## config.mk

```make
export PLATFORM = sky130hd
export DESIGN_NAME = adc_config_regs
export DESIGN_NICKNAME = d
export VERILOG_FILES = /design/src/design/adc_regs_pkg.sv /design/src/design/reg_access_if.sv /design/src/design/frame_port.sv /design/src/design/axil_slave.sv /design/src/design/adc_config_regs.sv
export VERILOG_INCLUDE_DIRS = /design/src /design/src/design
export SDC_FILE = /design/constraint.sdc
export NUM_CORES = 1
export LEC_CHECK = 0
export CAP_MARGIN = 20
export CORE_MARGIN = 1
export CORE_UTILIZATION = 30
export DETAILED_ROUTE_END_ITERATION = 8
export DONT_BUFFER_PORTS = 1
export GPL_ROUTABILITY_DRIVEN = 0
export PLACE_DENSITY = 0.42
export SLEW_MARGIN = 20
export SYNTH_ARGS = -nofsm -noshare
export SYNTH_HDL_FRONTEND = slang
export SYNTH_SLANG_ARGS = --single-unit
```

## constraint.sdc

```tcl
create_clock -name clk -period 2.16 [get_ports clk]
set_input_delay 0 -clock clk [delete_from_list [all_inputs] [get_ports clk]]
set_output_delay 0 -clock clk [all_outputs]
set_load 0.02 [all_outputs]
```

## src/design/adc_regs_defines.svh

```systemverilog
// How it works
// frame bit 15: 0 read, 1 write
// frame bits 14-9 carry register index
// bit 8 reserved, reads zero
// config bit 7 read-only self-diagnosis flag
// config bit 6 enables burst mode
// config bit 5 enables channel sequencer
// config bits 4-2 oversampling, 2^n samples
// config bit 1 appends status word
// config bit 0 same as bit 1
// select bits 7-4 choose converter B input
// converter B code 1011b returns 0x5555
// select bits 3-0 choose converter A input
// converter A code 1011b returns 0xAAAA
// range codes: 00/11 10V, 01 2.5V, 10 5V
// low range register holds channels 3..0
// every range field resets to 11b
// config register resets to 0x400
// select register resets to 0x600
// high range register holds channels 7..4
// status word: last channel ids, 8-bit crc
// writes to read-only bits are ignored
`ifndef ADC_REGS_DEFINES_SVH
`define ADC_REGS_DEFINES_SVH

// register indices; byte address is four times the index
`define REG_IDX_CONFIG 6'h02
`define REG_IDX_SELECT 6'h03
`define REG_IDX_RANGE_LO 6'h04
`define REG_IDX_RANGE_HI 6'h05

// frame and register word layout
`define FRAME_DIR_BIT 15
`define FRAME_IDX_HI 14
`define FRAME_IDX_LO 9
`define RESERVED_BIT 8
`define CFG_DIAG_BIT 7
`define CFG_BURST_BIT 6
`define CFG_SEQ_BIT 5
`define CFG_OVS_HI 4
`define CFG_OVS_LO 2
`define CFG_STATUS_BIT 1
`define CFG_CRC_BIT 0

// reset values
`define CFG_RESET 16'h0400
`define SELECT_RESET 16'h0600
`define RANGE_LO_RESET 16'h08ff
`define RANGE_HI_RESET 16'h0aff

// converter input codes and fixed test patterns
`define SEL_FIXED_CODE 4'hb
`define PATTERN_A 16'haaaa
`define PATTERN_B 16'h5555

// bus responses
`define RESP_OKAY 2'h0
`define RESP_SLVERR 2'h2

`endif

```

## src/design/adc_regs_pkg.sv

```systemverilog
`include "adc_regs_defines.svh"

package adc_regs_pkg;

  // analog input range per channel
  typedef enum logic [1:0] {
    RANGE_PM10V = 2'h0,
    RANGE_PM2V5 = 2'h1,
    RANGE_PM5V = 2'h2
  } range_t;

  typedef enum logic {
    DIR_READ = 1'b0,
    DIR_WRITE = 1'b1
  } access_dir_t;

  // only the four registers of this bank answer
  function automatic logic is_mapped(input logic [5:0] idx);
    is_mapped = (idx == `REG_IDX_CONFIG) || (idx == `REG_IDX_SELECT) ||
                (idx == `REG_IDX_RANGE_LO) || (idx == `REG_IDX_RANGE_HI);
  endfunction

  // code 11b folds onto the 10 V range as well
  function automatic range_t decode_range(input logic [1:0] code);
    unique case (code)
      2'h1: decode_range = RANGE_PM2V5;
      2'h2: decode_range = RANGE_PM5V;
      default: decode_range = RANGE_PM10V;
    endcase
  endfunction

endpackage

```

## src/design/reg_access_if.sv

```systemverilog
`timescale 1ns/1ns
`default_nettype none

// one register access port into the bank
interface reg_access_if;
  logic wr_en;
  logic [5:0] wr_index;
  logic [7:0] wdata;
  logic wr_hit;
  logic stall;
  logic [5:0] rd_index;
  logic [15:0] rdata;
  logic rd_hit;

  modport master (
    output wr_en, wr_index, wdata, rd_index,
    input wr_hit, stall, rdata, rd_hit
  );
  modport bank (
    input wr_en, wr_index, wdata, rd_index,
    output wr_hit, stall, rdata, rd_hit
  );
endinterface

`default_nettype wire

```

## src/design/frame_port.sv

```systemverilog
`timescale 1ns/1ns
`default_nettype none

module frame_port
  import adc_regs_pkg::*;
(
  // clock and reset
  input wire logic clk,
  input wire logic reset_n,
  // host frame
  input wire logic frame_valid,
  input wire logic [15:0] frame_word,
  output logic frame_reply_valid,
  output logic [15:0] frame_reply,
  // bank access
  reg_access_if.master acc
);

  access_dir_t dir;

  // split the frame into direction, index and data
  always_comb
  begin
    dir = access_dir_t'(frame_word[`FRAME_DIR_BIT]);
    acc.rd_index = frame_word[`FRAME_IDX_HI:`FRAME_IDX_LO];
    acc.wr_index = frame_word[`FRAME_IDX_HI:`FRAME_IDX_LO];
    acc.wdata = frame_word[7:0]; // reserved bit 8 dropped
    acc.wr_en = frame_valid && (dir == DIR_WRITE);
  end

  // read answer one cycle after the frame; unmapped reads return zero
  always_ff @(posedge clk or negedge reset_n)
  begin
    if (!reset_n)
    begin
      frame_reply_valid <= 1'b0;
      frame_reply <= 16'h0000;
    end
    else
    begin
      frame_reply_valid <= frame_valid && (dir == DIR_READ);
      if (frame_valid && (dir == DIR_READ))
        frame_reply <= acc.rd_hit ? acc.rdata : 16'h0000;
    end
  end

endmodule

`default_nettype wire

```

## src/design/axil_slave.sv

```systemverilog
`timescale 1ns/1ns
`default_nettype none

module axil_slave (
  // clock and reset
  input wire logic clk,
  input wire logic reset_n,
  // write address and data
  input wire logic [7:0] s_axi_awaddr,
  input wire logic s_axi_awvalid,
  output logic s_axi_awready,
  input wire logic [31:0] s_axi_wdata,
  input wire logic [3:0] s_axi_wstrb,
  input wire logic s_axi_wvalid,
  output logic s_axi_wready,
  // write response
  output logic [1:0] s_axi_bresp,
  output logic s_axi_bvalid,
  input wire logic s_axi_bready,
  // read
  input wire logic [7:0] s_axi_araddr,
  input wire logic s_axi_arvalid,
  output logic s_axi_arready,
  output logic [31:0] s_axi_rdata,
  output logic [1:0] s_axi_rresp,
  output logic s_axi_rvalid,
  input wire logic s_axi_rready,
  // bank access
  reg_access_if.master acc
);

  logic aw_full_reg;
  logic w_full_reg;
  logic aw_ok_reg;
  logic [5:0] aw_index_reg;
  logic [7:0] wdata_reg;
  logic lane0_reg;
  logic aw_full_next;
  logic w_full_next;
  logic commit;
  logic ar_take;

  // write commits once both halves are held, the response slot is free and the bank does not stall
  assign commit = aw_full_reg && w_full_reg && !s_axi_bvalid && !acc.stall;
  assign aw_full_next = commit ? 1'b0 : (aw_full_reg || (s_axi_awvalid && s_axi_awready));
  assign w_full_next = commit ? 1'b0 : (w_full_reg || (s_axi_wvalid && s_axi_wready));
  assign ar_take = s_axi_arvalid && s_axi_arready;

  // only byte lane 0 holds writable bits
  assign acc.wr_en = commit && aw_ok_reg && lane0_reg && acc.wr_hit;
  assign acc.wr_index = aw_index_reg;
  assign acc.wdata = wdata_reg;
  assign acc.rd_index = s_axi_araddr[7:2];

  // address and data captured independently, in either order
  always_ff @(posedge clk or negedge reset_n)
  begin
    if (!reset_n)
    begin
      aw_full_reg <= 1'b0;
      w_full_reg <= 1'b0;
      s_axi_awready <= 1'b0;
      s_axi_wready <= 1'b0;
      aw_ok_reg <= 1'b0;
      aw_index_reg <= 6'h00;
      wdata_reg <= 8'h00;
      lane0_reg <= 1'b0;
    end
    else
    begin
      aw_full_reg <= aw_full_next;
      w_full_reg <= w_full_next;
      s_axi_awready <= !aw_full_next;
      s_axi_wready <= !w_full_next;
      if (s_axi_awvalid && s_axi_awready)
      begin
        aw_index_reg <= s_axi_awaddr[7:2];
        aw_ok_reg <= (s_axi_awaddr[1:0] == 2'h0);
      end
      if (s_axi_wvalid && s_axi_wready)
      begin
        wdata_reg <= s_axi_wdata[7:0];
        lane0_reg <= s_axi_wstrb[0];
      end
    end
  end

  // write response; misaligned or unmapped answers slave error
  always_ff @(posedge clk or negedge reset_n)
  begin
    if (!reset_n)
    begin
      s_axi_bvalid <= 1'b0;
      s_axi_bresp <= `RESP_OKAY;
    end
    else if (commit)
    begin
      s_axi_bvalid <= 1'b1;
      s_axi_bresp <= (aw_ok_reg && acc.wr_hit) ? `RESP_OKAY : `RESP_SLVERR;
    end
    else if (s_axi_bready)
      s_axi_bvalid <= 1'b0;
  end

  // single outstanding read, data one cycle after the address
  always_ff @(posedge clk or negedge reset_n)
  begin
    if (!reset_n)
    begin
      s_axi_arready <= 1'b0;
      s_axi_rvalid <= 1'b0;
      s_axi_rdata <= 32'h0000_0000;
      s_axi_rresp <= `RESP_OKAY;
    end
    else if (ar_take)
    begin
      s_axi_arready <= 1'b0;
      s_axi_rvalid <= 1'b1;
      if (acc.rd_hit && (s_axi_araddr[1:0] == 2'h0))
      begin
        s_axi_rdata <= {16'h0000, acc.rdata};
        s_axi_rresp <= `RESP_OKAY;
      end
      else
      begin
        s_axi_rdata <= 32'h0000_0000;
        s_axi_rresp <= `RESP_SLVERR;
      end
    end
    else if (s_axi_rvalid && s_axi_rready)
    begin
      s_axi_rvalid <= 1'b0;
      s_axi_arready <= 1'b1;
    end
    else if (!s_axi_rvalid)
      s_axi_arready <= 1'b1;
  end

endmodule

`default_nettype wire

```

## src/design/adc_config_regs.sv

```systemverilog
// Added by the designer: register access over AXI4-Lite.
`timescale 1ns/1ns
`default_nettype none

module adc_config_regs (
  // clock and reset
  input wire logic clk,
  input wire logic reset_n,
  // axi4-lite register bus
  input wire logic [7:0] s_axi_awaddr,
  input wire logic s_axi_awvalid,
  output logic s_axi_awready,
  input wire logic [31:0] s_axi_wdata,
  input wire logic [3:0] s_axi_wstrb,
  input wire logic s_axi_wvalid,
  output logic s_axi_wready,
  output logic [1:0] s_axi_bresp,
  output logic s_axi_bvalid,
  input wire logic s_axi_bready,
  input wire logic [7:0] s_axi_araddr,
  input wire logic s_axi_arvalid,
  output logic s_axi_arready,
  output logic [31:0] s_axi_rdata,
  output logic [1:0] s_axi_rresp,
  output logic s_axi_rvalid,
  input wire logic s_axi_rready,
  // host register frames
  input wire logic frame_valid,
  input wire logic [15:0] frame_word,
  output logic frame_reply_valid,
  output logic [15:0] frame_reply,
  // self-diagnosis result from the power-up check
  input wire logic self_diag_fail_in,
  // converter results
  input wire logic conv_valid,
  input wire logic [15:0] conv_sample_a,
  input wire logic [15:0] conv_sample_b,
  input wire logic [7:0] conv_crc,
  output logic result_valid,
  output logic [15:0] result_a,
  output logic [15:0] result_b,
  output logic status_valid,
  output logic [15:0] status_word,
  // configuration to the converter core
  output logic self_diag_fail_flag,
  output logic burst_mode_enable,
  output logic sequencer_enable,
  output logic [2:0] oversample_ratio_code,
  output logic [7:0] oversample_samples,
  output logic status_append_enable,
  output logic checksum_append_enable,
  output logic [3:0] converter_a_input_select,
  output logic [3:0] converter_b_input_select,
  output adc_regs_pkg::range_t [7:0] group_a_range
);

  import adc_regs_pkg::*;

  localparam logic [15:0] CFG_RST = `CFG_RESET;
  localparam logic [15:0] SEL_RST = `SELECT_RESET;
  localparam logic [15:0] RLO_RST = `RANGE_LO_RESET;
  localparam logic [15:0] RHI_RST = `RANGE_HI_RESET;

  reg_access_if axi_acc ();
  reg_access_if frame_acc ();

  logic [7:0] range_lo_reg;
  logic [7:0] range_hi_reg;
  logic w_en;
  logic [5:0] w_index;
  logic [7:0] w_data;
  logic [7:0] cfg_image;
  logic [7:0] sel_image;

  // assemble a 16-bit register word: zero dir bit, own index, zero reserved bit
  function automatic logic [15:0] read_word(
    input logic [5:0] idx,
    input logic [7:0] cfg,
    input logic [7:0] sel,
    input logic [7:0] rlo,
    input logic [7:0] rhi
  );
    logic [7:0] body;
    body = 8'h00;
    unique case (idx)
      `REG_IDX_CONFIG: body = cfg;
      `REG_IDX_SELECT: body = sel;
      `REG_IDX_RANGE_LO: body = rlo;
      `REG_IDX_RANGE_HI: body = rhi;
      default: body = 8'h00;
    endcase
    read_word = is_mapped(idx) ? {1'b0, idx, 1'b0, body} : 16'h0000;
  endfunction

  // fixed code replaces the sample with the converter's test pattern
  function automatic logic [15:0] pick_result(
    input logic [3:0] sel,
    input logic [15:0] sample,
    input logic [15:0] pattern
  );
    pick_result = (sel == `SEL_FIXED_CODE) ? pattern : sample;
  endfunction

  // 2^n samples per result, one when oversampling is off
  function automatic logic [7:0] samples_for(input logic [2:0] code);
    samples_for = 8'(8'h01 << code);
  endfunction

  // bus slave and frame port share the register bank
  axil_slave u_axil (
    .clk(clk),
    .reset_n(reset_n),
    .s_axi_awaddr(s_axi_awaddr),
    .s_axi_awvalid(s_axi_awvalid),
    .s_axi_awready(s_axi_awready),
    .s_axi_wdata(s_axi_wdata),
    .s_axi_wstrb(s_axi_wstrb),
    .s_axi_wvalid(s_axi_wvalid),
    .s_axi_wready(s_axi_wready),
    .s_axi_bresp(s_axi_bresp),
    .s_axi_bvalid(s_axi_bvalid),
    .s_axi_bready(s_axi_bready),
    .s_axi_araddr(s_axi_araddr),
    .s_axi_arvalid(s_axi_arvalid),
    .s_axi_arready(s_axi_arready),
    .s_axi_rdata(s_axi_rdata),
    .s_axi_rresp(s_axi_rresp),
    .s_axi_rvalid(s_axi_rvalid),
    .s_axi_rready(s_axi_rready),
    .acc(axi_acc.master)
  );

  frame_port u_frame (
    .clk(clk),
    .reset_n(reset_n),
    .frame_valid(frame_valid),
    .frame_word(frame_word),
    .frame_reply_valid(frame_reply_valid),
    .frame_reply(frame_reply),
    .acc(frame_acc.master)
  );

  // live images of the writable bytes for read-back
  assign cfg_image = {self_diag_fail_flag, burst_mode_enable, sequencer_enable,
                      oversample_ratio_code, status_append_enable, checksum_append_enable};
  assign sel_image = {converter_b_input_select, converter_a_input_select};

  // read ports and hit flags; a frame write holds off a bus write for a cycle
  always_comb
  begin
    axi_acc.rdata = read_word(axi_acc.rd_index, cfg_image, sel_image,
                              range_lo_reg, range_hi_reg);
    axi_acc.rd_hit = is_mapped(axi_acc.rd_index);
    axi_acc.wr_hit = is_mapped(axi_acc.wr_index);
    axi_acc.stall = frame_acc.wr_en;
    frame_acc.rdata = read_word(frame_acc.rd_index, cfg_image, sel_image,
                                range_lo_reg, range_hi_reg);
    frame_acc.rd_hit = is_mapped(frame_acc.rd_index);
    frame_acc.wr_hit = is_mapped(frame_acc.wr_index);
    frame_acc.stall = 1'b0;
  end

  // one write per cycle, frame first
  always_comb
  begin
    w_en = frame_acc.wr_en || axi_acc.wr_en;
    w_index = frame_acc.wr_en ? frame_acc.wr_index : axi_acc.wr_index;
    w_data = frame_acc.wr_en ? frame_acc.wdata : axi_acc.wdata;
  end

  // configuration fields; bit 7 is never written
  always_ff @(posedge clk or negedge reset_n)
  begin
    if (!reset_n)
    begin
      burst_mode_enable <= CFG_RST[`CFG_BURST_BIT];
      sequencer_enable <= CFG_RST[`CFG_SEQ_BIT];
      oversample_ratio_code <= CFG_RST[`CFG_OVS_HI:`CFG_OVS_LO];
      status_append_enable <= CFG_RST[`CFG_STATUS_BIT];
      checksum_append_enable <= CFG_RST[`CFG_CRC_BIT];
    end
    else if (w_en && (w_index == `REG_IDX_CONFIG))
    begin
      burst_mode_enable <= w_data[`CFG_BURST_BIT];
      sequencer_enable <= w_data[`CFG_SEQ_BIT];
      oversample_ratio_code <= w_data[`CFG_OVS_HI:`CFG_OVS_LO];
      status_append_enable <= w_data[`CFG_STATUS_BIT];
      checksum_append_enable <= w_data[`CFG_CRC_BIT];
    end
  end

  // sticky failure flag; only a reset clears it, so a later glitch cannot hide it
  always_ff @(posedge clk or negedge reset_n)
  begin
    if (!reset_n)
      self_diag_fail_flag <= CFG_RST[`CFG_DIAG_BIT];
    else if (self_diag_fail_in)
      self_diag_fail_flag <= 1'b1;
  end

  // oversample count follows the code, one cycle behind
  always_ff @(posedge clk or negedge reset_n)
  begin
    if (!reset_n)
      oversample_samples <= 8'h01;
    else
      oversample_samples <= samples_for(oversample_ratio_code);
  end

  // converter input selection
  always_ff @(posedge clk or negedge reset_n)
  begin
    if (!reset_n)
    begin
      converter_a_input_select <= SEL_RST[3:0];
      converter_b_input_select <= SEL_RST[7:4];
    end
    else if (w_en && (w_index == `REG_IDX_SELECT))
    begin
      converter_a_input_select <= w_data[3:0];
      converter_b_input_select <= w_data[7:4];
    end
  end

  // group-a range codes, four 2-bit fields per register
  always_ff @(posedge clk or negedge reset_n)
  begin
    if (!reset_n)
    begin
      range_lo_reg <= RLO_RST[7:0];
      range_hi_reg <= RHI_RST[7:0];
    end
    else if (w_en && (w_index == `REG_IDX_RANGE_LO))
      range_lo_reg <= w_data;
    else if (w_en && (w_index == `REG_IDX_RANGE_HI))
      range_hi_reg <= w_data;
  end

  // decoded ranges lag the register by one cycle to keep outputs registered
  always_ff @(posedge clk or negedge reset_n)
  begin
    if (!reset_n)
      group_a_range <= '{default: RANGE_PM10V};
    else
      for (int ch = 0; ch < 4; ch++)
      begin
        group_a_range[ch] <= decode_range(range_lo_reg[2*ch +: 2]);
        group_a_range[ch+4] <= decode_range(range_hi_reg[2*ch +: 2]);
      end
  end

  // conversion results with fixed-pattern override
  always_ff @(posedge clk or negedge reset_n)
  begin
    if (!reset_n)
    begin
      result_valid <= 1'b0;
      result_a <= 16'h0000;
      result_b <= 16'h0000;
    end
    else
    begin
      result_valid <= conv_valid;
      if (conv_valid)
      begin
        result_a <= pick_result(converter_a_input_select, conv_sample_a, `PATTERN_A);
        result_b <= pick_result(converter_b_input_select, conv_sample_b, `PATTERN_B);
      end
    end
  end

  // status word follows every result while either append bit is set
  always_ff @(posedge clk or negedge reset_n)
  begin
    if (!reset_n)
    begin
      status_valid <= 1'b0;
      status_word <= 16'h0000;
    end
    else
    begin
      status_valid <= conv_valid && (status_append_enable || checksum_append_enable);
      if (conv_valid)
        status_word <= {converter_a_input_select, converter_b_input_select, conv_crc};
    end
  end

endmodule

`default_nettype wire

```

Word level (Yosys, flattened, before mapping) --
Cells that the tools add are included.
Operators by class: add/sub/neg operators 0, $mul 0, div/mod/pow operators 0, order comparisons 0, eq/ne operators 35, shifts and indexed selects 1, mux-type cells 28, bitwise operators 2, reduce and logical (&&, ||, !) cells 41
Operator list (number):
- 8-bit case mux with 4 select lines | 2
- 6-bit by 2-bit equality test with 1-bit output (second input constant) | 8
- 6-bit by 3-bit equality test with 1-bit output (second input constant) | 8
- 15-bit two-way mux | 3
- 16-bit two-way mux | 2
- 2-bit case mux with 2 select lines | 8
- 1-bit logical AND | 19
- 2-bit by 1-bit equality test with 1-bit output (second input constant) | 8
- 2-bit equality test (second input constant) | 8
- 1-bit logical OR | 13
- 1-bit two-way mux | 9
- 4-bit equality test (second input constant) | 2
- 8-bit two-way mux | 1
- 1-bit by 3-bit << shifter with 8-bit output (first input constant) | 1
- 6-bit two-way mux | 1
- 1-bit logical NOT | 4
- 2-bit logical NOT | 2
- 2-bit two-way mux | 2
- 2-bit nonzero test | 2
- 3-bit inequality test (second input constant) | 1
- 1-bit inverter | 2
- 2-bit AND reduction | 1
Word-level totals: flip-flop bits (word level) 182, latch bits 0, memory bits (writable) 0, memory bits (read-only) 0, input bits 118, output and inout port bits 148, word-level logic and storage cells 147, memories 0

Longest topological paths before layout --
Gate-level depths: netlist (run 1).
depth after elaboration 10, mapped depth 6

Hierarchy --
Synthesis (run 1) repeated with hierarchy kept, for this count alone.
Unflattened totals: cell total of the unflattened synthesis 585, area, all modules 7393.3 um^2
Modules (own cells, without submodules):
- adc_config_regs | times used 1, cells an instance 351, area each 4610.7 um^2, sequential area each 2673.8 um^2
- axil_slave | times used 1, cells an instance 143, area each 1864.3 um^2, sequential area each 1026.0 um^2
- frame_port | times used 1, cells an instance 91, area each 918.4 um^2, sequential area each 425.4 um^2

Least setup slack after synthesis (run 1) --
No wires, ideal clock.
kind reg2reg, start point reg u_axil.s_axi_bvalid, end point reg converter_a_input_select[0], data arrival time 1868 ps, data required time 2035 ps, path slack 167 ps, stages on the path, launching flop included 7, path buffers 1, cell sequence dfrtp_1 -> inv_1 -> nand4_1 -> o32a_1 -> or3_1 -> buf_6 -> mux2_4
On the way: cells in the longest elaborated chain, start to end 8
RTL lines:
- start: declaration | line axil_slave.sv:18 | output logic s_axi_bvalid,
- start signal: assignment | line axil_slave.sv:93 | s_axi_bvalid <= 1'b0;
- start signal: assignment | line axil_slave.sv:98 | s_axi_bvalid <= 1'b1;
- start signal: assignment | line axil_slave.sv:102 | s_axi_bvalid <= 1'b0;
- 1-bit logical NOT | line axil_slave.sv:44 | assign commit = aw_full_reg && w_full_reg && !s_axi_bvalid && !acc.stall;
- 1-bit logical AND (2 in a row) | line axil_slave.sv:44
- 1-bit logical AND (3 in a row) | line axil_slave.sv:50 | assign acc.wr_en = commit && aw_ok_reg && lane0_reg && acc.wr_hit;
- 1-bit logical OR | line adc_config_regs.sv:166 | w_en = frame_acc.wr_en || axi_acc.wr_en;
- 1-bit logical AND | line adc_config_regs.sv:218 | else if (w_en && (w_index == `REG_IDX_SELECT))
- end signal: assignment | line adc_config_regs.sv:215 | converter_a_input_select <= SEL_RST[3:0];
- end signal: assignment | line adc_config_regs.sv:220 | converter_a_input_select <= w_data[3:0];
- end: declaration | line adc_config_regs.sv:52 | output logic [3:0] converter_a_input_select,
Every way passes these cells. A chain may end at the register's enable or synchronous reset.

Worst setup path in the final report (run 1) --
start point reg u_axil.aw_index_reg[5], in the netlist u_axil.acc.wr_index[5], end point reg converter_b_input_select[0]
On the way: cells in the longest elaborated chain, start to end 7, elaborated cells on any way between the ends 12, classes of those cells eq/ne (5); mux (1); reduce/logical (6)
RTL lines:
- start: declaration | line axil_slave.sv:35 | logic [5:0] aw_index_reg;
- start signal: assignment | line axil_slave.sv:77 | aw_index_reg <= s_axi_awaddr[7:2];
- 6-bit by 2-bit equality test with 1-bit output (no line)
- 1-bit logical OR (3 in a row) | line adc_regs_pkg.sv:19 | is_mapped = (idx == `REG_IDX_CONFIG) || (idx == `REG_IDX_SELECT) ||
- 1-bit logical AND | line axil_slave.sv:50
- 1-bit logical OR | line adc_config_regs.sv:166
- 1-bit logical AND * | line adc_config_regs.sv:218
- end signal: assignment | line adc_config_regs.sv:216 | converter_b_input_select <= SEL_RST[7:4];
- end signal: assignment | line adc_config_regs.sv:221 | converter_b_input_select <= w_data[7:4];
- end: declaration | line adc_config_regs.sv:53 | output logic [3:0] converter_b_input_select,
Every way passes the cells marked *; elsewhere a longest branch is shown, timed or not.

==> results of run 1 <==
-- area by class of cell --
class	count	area share (%)
multi-input cells	294	27.8
flip-flops and latches	160	47.5
well taps	280	4.14
inverters	21	0.931
clock inverters	10	0.783
clock buffers	22	5.48
repair buffers	115	13.3
-- cell usage in the layout, fill, tap and decap left out, types with 2 or more instances in the layout --
| cell | n |
|---|---|
| sky130_fd_sc_hd__clkbuf_16 | 17 |
| sky130_fd_sc_hd__and2b_2 | 2 |
| sky130_fd_sc_hd__clkinvlp_4 | 5 |
| sky130_fd_sc_hd__o22ai_1 | 5 |
| sky130_fd_sc_hd__and2_1 | 11 |
| sky130_fd_sc_hd__o22a_1 | 16 |
| sky130_fd_sc_hd__nor3b_1 | 3 |
| sky130_fd_sc_hd__mux2_2 | 50 |
| sky130_fd_sc_hd__a21oi_1 | 11 |
| sky130_fd_sc_hd__clkbuf_8 | 2 |
| sky130_fd_sc_hd__nor3_1 | 3 |
| sky130_fd_sc_hd__mux2_4 | 23 |
| sky130_fd_sc_hd__mux2i_1 | 11 |
| sky130_fd_sc_hd__nor2b_1 | 20 |
| sky130_fd_sc_hd__nand4b_1 | 2 |
| sky130_fd_sc_hd__nor2_1 | 5 |
| sky130_fd_sc_hd__dfstp_2 | 17 |
| sky130_fd_sc_hd__o21ai_0 | 20 |
| sky130_fd_sc_hd__a221oi_1 | 10 |
| sky130_fd_sc_hd__buf_6 | 3 |
| sky130_fd_sc_hd__clkinv_2 | 4 |
| sky130_fd_sc_hd__dfrtp_1 | 142 |
| sky130_fd_sc_hd__dlygate4sd3_1 | 97 |
| sky130_fd_sc_hd__a22o_1 | 23 |
| sky130_fd_sc_hd__inv_1 | 21 |
| sky130_fd_sc_hd__nand2b_1 | 4 |
| sky130_fd_sc_hd__a22oi_1 | 10 |
| sky130_fd_sc_hd__conb_1 | 22 |
| sky130_fd_sc_hd__or3b_1 | 2 |
| sky130_fd_sc_hd__clkbuf_1 | 3 |
| sky130_fd_sc_hd__buf_4 | 14 |
| sky130_fd_sc_hd__o21a_1 | 3 |
| sky130_fd_sc_hd__nand2_1 | 23 |
-- repair_timing --
action,4_1_cts,5_1_grt
resized for setup,0,4
endpoints found under the hold margin,285,160
setup buffers,0,1
endpoints found under the setup margin,0,29
-- worst paths after layout --
kind / startpoint / end / slack [ps] / cells past startpoint
max reg2reg: u_axil.acc.wr_index[5]$_DFFE_PN0P_ / converter_b_input_select[0]$_DFFE_PN0P_ / 60 / 6
min reg2reg: u_axil.acc.wdata[0]$_DFFE_PN0P_ / u_axil.acc.wdata[0]$_DFFE_PN0P_ / 500 / 1
min in group clk: s_axi_araddr[2] / u_axil.s_axi_rdata[6]$_DFFE_PN0P_ / 0 / 3
min: reset_n / group_a_range[11]$_DFF_PN0_ / -720 / 0
max in group asynchronous: reset_n / range_hi_reg[7]$_DFFE_PN1P_ / 2550 / 0
max: u_axil.acc.wr_index[5]$_DFFE_PN0P_ / converter_b_input_select[0]$_DFFE_PN0P_ / 60 / 6
-- cell families after synthesis --
kind of cell           after synthesis
other                                1
DFF                                160
buffers and inverters               75
muxes                               84
AOI/OAI and AO/OA                  103
and+or+nand+nor                     85
-- layer usage --
metal,global-route usage [%],share of wire (%)
met5,0,0
met4,5.45,1.5
met3,5.06,6.5
met2,24.8,49
met1,20.0,43
-- synth_stat cells (all sizes together), types with 10 or more instances --
master / number / share of area, %
dfstp: 17 / 6.7
o21ai: 21 / 1.6
a22o: 23 / 3.0
mux2i: 11 / 1.6
dfrtp: 143 / 53
a221oi: 10 / 1.3
nand2: 24 / 1.4
clkbuf: 26 / 1.5
mux2: 73 / 14
and2: 11 / 1.0
buf: 28 / 3.2
nor2b: 20 / 1.9
o22a: 16 / 2.1
inv: 21 / 1.2
a21oi: 11 / 0.82
a22oi: 10 / 1.1
-- critical path, delay by kind of cell, from the launching register on --
| family | cells | cell delay, ps |
|---|---|---|
| AND/OR/NAND/NOR | 2 | 670 |
| AO/OA/AOI/OAI | 2 | 460 |
| flip-flops | 1 | 390 |
| buffers and inverters | 1 | 170 |
| multiplexers | 1 | 300 |
-- through the flow --
stage | hold WS [ps] | instances
floorplan | -296 | 529
global placement | -289 | 771
detailed placement | -286 | 771
CTS | -746 | 901
global route | -753 | 902
finish | -719 | 902
-- power groups by stage --
stage / Combinational [W] / Clock, W / Sequential [W]
after floorplan: 0.00130 / 0 / 0.00493
after detailed placement: 0.00161 / 0 / 0.00527
after global routing: 0.00197 / 0.00294 / 0.00532
after global placement: 0.00156 / 0 / 0.00526
final: 0.00180 / 0.00273 / 0.00521
after CTS: 0.00181 / 0.00280 / 0.00522
==> out/qor.json, run 1 <==
{
  "synthesis.area_per_instance_sq_um": 13.2,
  "min_period_over_period_pct": 97.4,
  "count_of_filler_cells_inserted_in_the_layout": 2077,
  "net-switching-power_w": 0.00330,
  "cts_tree": "built",
  "report.final.hold_viol_count": 160,
  "final_design_area_no_fill_sq_um": 8470,
  "grt_antenna_before_repair": 0,
  "vias": 4332,
  "htree_num_levels": 4,
  "whs_ps": -719,
  "crit_chain": "nor4b_2 -> o21ai_1 -> o32a_1 -> or3_1 -> buf_6 -> mux2_4",
  "max_stage_delay_ps": 400,
  "synth.area.mux_share_pct": 15.2,
  "layout.nets": 727,
  "routed_wl_mm": 17.8,
  "grt_pass1_wl_mm": 26.2,
  "number_of_routed_nets_with_antenna_violations": 0,
  "cap_viol_max_count": 0,
  "max_freq_mhz": 475,
  "core_region_area_sq_um": 21800,
  "num_antenna_cells": 0,
  "pin_count_of_the_biggest_net_entering_global_routing": 161,
  "kind_of_capture_point_of_the_worst_setup_path": "flip-flop",
  "share_seq_of_total_power_pct": 53.5,
  "place_hpwl_mm": 11.8,
  "rsz0062_at_grt": "yes",
  "grt_remaining_overflow": 0,
  "grt_util_all_layers_pct": 15.7,
  "rows": 54,
  "area_occupied_by_multi_input_gates_sq_um": 2350,
  "routed_vias_inst": 4.80,
  "ys_seq_elements": 160,
  "die_h_um": 151,
  "first_global_vias": 4428,
  "skew_ps": 10.4,
  "synth_xor_area_share_pct": 0,
  "ys.flop_type": "sky130_fd_sc_hd__dfrtp_1",
  "yosys.cell_types.count": 45,
  "yosys.area_share.simple_pct": 7.46,
  "numCtsBuffers": 17,
  "numClockSinks": 160,
  "syn_inst": 508,
  "post_route_total_power_w": 0.00973,
  "remaining_drc_errors": 0,
  "setup_viol": 0,
  "critical_path.startpoint_type": "flip-flop",
  "synth-edff-count": 0,
  "count_of_hold_buffers_inserted_by_post_cts_repair": 98,
  "regArea_sq_um": 4030,
  "pre_cts_slack_ps": 34.8,
  "switching_share_pct": 33.9,
  "fin_ws_ps": 56.7,
  "critical_path_arrival_ps": 2410,
  "violations": "hold timing",
  "insertion_delay_ps": 430,
  "dieWidth_um": 151,
  "layout_min_cycle_time_ps": 2100,
  "area.growth.synth_to_final_pct": 26.6,
  "worst_ir_drop_vdd_mv": 0.585,
  "power.internal_w": 0.00644,
  "synth_fa_ha_area_share_pct": 0,
  "main_combinational_cell_family_by_area_after_synthesis": "multiplexers",
  "final.setup.tns_ps": 0,
  "initialDrtViolationCount": 215,
  "combinationalPowerShare_pct": 18.5,
  "critical-path-slowest-cell": "sky130_fd_sc_hd__or3_1",
  "post_route_cells_drive_above_1_share_pct": 23.3,
  "path_clk_slew_ps": 60,
  "synth-warning-count": 0,
  "postLayoutCoreUtil_pct": 38.8,
  "worst_slew_margin_rel_pct": 43.4,
  "effective_utilization_at_floorplan_pct": 30.7,
  "criticalPathCategory": "flip-flop to flip-flop",
  "post_dp_cell_area_sq_um": 6930,
  "outcome": "complete, but fails checks",
  "syn-cell-area_sq_um": 6690,
  "compound_cell_area_share_of_the_yosys_netlist_pct": 11.3,
  "crit_fanout": 8,
  "timing.critical_path.required_ps": 2460,
  "asyncSetResetFlopFracSynth_pct": 100,
  "tightest_pin_transition_ps": 846,
  "fp.dieArea_sq_um": 22900,
  "final_max_slew_viol_count": 0,
  "clock_share_of_power_pct": 28.0,
  "design.portCount": 266,
  "worst_hold_path_type": "primary input to asynchronous set/reset pin",
  "synth_seq_area_share_pct": 60.2,
  "power.density_cell_area_nw_per_um2": 1150,
  "root_buffer": "sky130_fd_sc_hd__clkbuf_16",
  "static-leakage-power_nw": 3.84,
  "io_buffers": 0,
  "avgRoutedWirePerCell_um": 19.8,
  "drt_pass1_iterations": 5,
  "cts-root-to-sink-buffers": 2
}
Note: power is estimated with default switching activity, not from simulation.
==> run 2: changes to the inputs <==
PLACE_DENSITY = 0.47   (was 0.42)
==> out/qor.json, run 2 (synthesis results as in run 1) <==
{
  "outcome": "complete, but fails checks",
  "violations": "hold timing",
  "rows": {"value": 54, "change": "unchanged"},
  "kind_of_capture_point_of_the_worst_setup_path": "flip-flop",
  "number_of_routed_nets_with_antenna_violations": {"value": 0, "change": "unchanged"},
  "routed_wl": {"value": 17.7, "unit": "mm", "change": "-0.71%"},
  "final.setup.tns": {"value": 0, "unit": "ps", "change": "unchanged"},
  "dpl.cell_count": {"value": 769, "change": "-0.26%"},
  "htree_num_levels": {"value": 4, "change": "unchanged"},
  "num_antenna_cells": {"value": 0, "change": "unchanged"},
  "worst_hold_path_type": "primary input to asynchronous set/reset pin",
  "report.final.hold_viol_count": {"value": 160, "change": "unchanged"},
  "fp.dieArea": {"value": 22900, "unit": "sq um", "change": "unchanged"},
  "root_buffer": "sky130_fd_sc_hd__clkbuf_16",
  "cts-root-to-sink-buffers": {"value": 2, "change": "unchanged"},
  "grt_remaining_overflow": {"value": 0, "change": "unchanged"},
  "tightest_pin_transition": {"value": 598, "unit": "ps", "change": "-248 ps"},
  "grt_antenna_before_repair": {"value": 1, "change": "+1"},
  "final_cell_count_no_fill": {"value": 900, "change": "-0.22%"},
  "final_max_slew_viol_count": {"value": 0, "change": "unchanged"},
  "crit_fanout": {"value": 8, "change": "unchanged"},
  "path_clk_slew": {"value": 60, "unit": "ps", "change": "about the same"},
  "design.portCount": {"value": 266, "change": "unchanged"},
  "routed_vias_inst": {"value": 4.85, "change": "+0.94%"},
  "numCtsBuffers": {"value": 17, "change": "unchanged"},
  "max_freq": {"value": 481, "unit": "MHz", "change": "+1.1%"},
  "drt_pass1_iterations": {"value": 5, "change": "unchanged"},
  "whs": {"value": -727, "unit": "ps", "change": "-8.04 ps"},
  "min_period_over_period": {"value": 96.3, "unit": "%", "change": "-1.0 points"},
  "layout.nets": {"value": 725, "change": "-0.28%"},
  "io_buffers": {"value": 0, "change": "unchanged"},
  "criticalPathCategory": "flip-flop to flip-flop",
  "grt_util_all_layers": {"value": 15.7, "unit": "%", "change": "about the same"},
  "grt_pass1_wl": {"value": 26.0, "unit": "mm", "change": "-0.79%"},
  "numClockSinks": {"value": 160, "change": "unchanged"},
  "worst_ir_drop_vdd": {"value": 0.517, "unit": "mV", "change": "-12%"},
  "rsz0062_at_grt": "no",
  "first_global_vias": {"value": 4417, "change": "-0.25%"},
  "timing.critical_path.required": {"value": 2460, "unit": "ps", "change": "about the same"},
  "die_h": {"value": 151, "unit": "um", "change": "unchanged"},
  "worst_slew_margin_rel": {"value": 60.0, "unit": "%", "change": "+17 points"},
  "cts_tree": "built",
  "initialDrtViolationCount": {"value": 212, "change": "-1.4%"},
  "layout_min_cycle_time": {"value": 2080, "unit": "ps", "change": "-22.4 ps"},
  "setup_viol": {"value": 0, "change": "unchanged"},
  "highest_count_cells_in_the_layout_ignoring_fill_and_taps": "sky130_fd_sc_hd__dfrtp_1 (140), sky130_fd_sc_hd__dlygate4sd3_1 (97), sky130_fd_sc_hd__mux2_2 (50)",
  "dieWidth": {"value": 151, "unit": "um", "change": "unchanged"},
  "skew": {"value": 6.35, "unit": "ps", "change": "-4.02 ps"},
  "post_route_cells_drive_above_1_share": {"value": 23.7, "unit": "%", "change": "+0.40 points"},
  "area.growth.synth_to_final": {"value": 26.7, "unit": "%", "change": "about the same"},
  "final_common_cell": "sky130_fd_sc_hd__dfrtp_1",
  "critical_path.startpoint_type": "flip-flop",
  "remaining_drc_errors": {"value": 0, "change": "unchanged"},
  "power.density_cell_area": {"value": 1160, "unit": "nW/um^2", "change": "+0.63%"},
  "core_region_area": {"value": 21800, "unit": "sq um", "change": "unchanged"},
  "effective_utilization_at_floorplan": {"value": 30.7, "unit": "%", "change": "unchanged"},
  "place_hpwl": {"value": 11.6, "unit": "mm", "change": "-1.6%"},
  "cap_viol_max_count": {"value": 0, "change": "unchanged"},
  "static-leakage-power": {"value": 3.83, "unit": "nW", "change": "-0.16%"},
  "vias": {"value": 4363, "change": "+0.72%"},
  "avgRoutedWirePerCell": {"value": 19.7, "unit": "um", "change": "-0.49%"},
  "pin_count_of_the_biggest_net_entering_global_routing": {"value": 161, "change": "unchanged"},
  "critical_path_arrival": {"value": 2380, "unit": "ps", "change": "-30 ps"},
  "insertion_delay": {"value": 420, "unit": "ps", "change": "about the same"}
}
[run 2: changes by cell type in the layout (fill, tap and decap cells not counted)]
cell                         previous run  this run
sky130_fd_sc_hd__buf_6                  3         2
sky130_fd_sc_hd__clkbuf_1               3         1
sky130_fd_sc_hd__clkinv_2               4         2
sky130_fd_sc_hd__buf_4                 14        13
sky130_fd_sc_hd__inv_6                  0         2
sky130_fd_sc_hd__clkbuf_8               2         3
sky130_fd_sc_hd__clkinvlp_4             5         6
sky130_fd_sc_hd__dfrtp_2                1         3
sky130_fd_sc_hd__dfrtp_1              142       140
[run 2: final cells by class]
cell class	count	area [sq um]
fillers	2059	13300
flip-flops and latches	160	4030
multi-input cells	294	2350
repair buffers	113	1110
clock buffers	21	470
well taps	280	350
clock inverters	11	81.3
inverters	21	78.8
[run 2: repair_timing]
| item | CTS | global route |
|---|---|---|
| hold endpoints to repair | 288 | 167 |
| endpoints found under the setup margin | 0 | 30 |
| buffers inserted | 0 | 1 |
| gates resized for setup | 0 | 5 |
| hold buffers | 96 | 3 |
[run 2: per-stage QoR]
| stage | util [%] | area (sq um) | hold slack (ps) | setup WS (ps) | total power [W] |
|---|---|---|---|---|---|
| floorplan | - | 6770 | -296 | 167 | 0.00622 |
| global route | 38.8 | 8480 | -757 | 0.289 | 0.0103 |
| global placement | 31.7 | 6910 | -291 | 56.5 | 0.00679 |
| CTS | 38.7 | 8440 | -754 | 10.9 | 0.00990 |
| finish | 38.8 | 8480 | -727 | 79.2 | 0.00980 |
| detailed placement | 31.7 | 6910 | -292 | 66.8 | 0.00685 |
[run 2: power breakdown]
part | internal (W) | switching (W) | total [W]
sequential | 0.00387 | 0.00137 | 0.00524
combinational | 0.00103 | 0.000713 | 0.00174
clock | 0.00157 | 0.00125 | 0.00282
total | 0.00646 | 0.00334 | 0.00980
[run 2: worst max-delay path, stage by stage (launching register included)]
cell,delay (ps)
sky130_fd_sc_hd__dfrtp_1,390
sky130_fd_sc_hd__nor4b_2,250
sky130_fd_sc_hd__o21ai_1,120
sky130_fd_sc_hd__o32a_1,340
sky130_fd_sc_hd__or3_1,390
sky130_fd_sc_hd__buf_6,170
sky130_fd_sc_hd__mux2_4,290
[run 2: layer usage]
metal	GRT usage, %	routed length (um)
met1	19.2	7330
met2	26.1	8920
met3	4.91	1260
met4	4.90	199
met5	0	0
[run 2: final timing paths]
| path | from | endpoint | slack [ps] | depth (start not counted) |
|---|---|---|---|---|
| setup reg to reg | u_axil.acc.wr_index[3]$_DFFE_PN0P_ | converter_a_input_select[1]$_DFFE_PN0P_ | 80 | 6 |
| max in group asynchronous | reset_n | range_lo_reg[7]$_DFFE_PN1P_ | 2510 | 0 |
| min in group clk | frame_word[9] | u_frame.frame_reply[3]$_DFFE_PN0P_ | 10 | 3 |
| hold reg to reg | u_axil.acc.wdata[5]$_DFFE_PN0P_ | u_axil.acc.wdata[5]$_DFFE_PN0P_ | 500 | 1 |
| hold / removal | reset_n | result_b[15]$_DFFE_PN0P_ | -730 | 0 |
| setup / recovery | u_axil.acc.wr_index[3]$_DFFE_PN0P_ | converter_a_input_select[1]$_DFFE_PN0P_ | 80 | 6 |
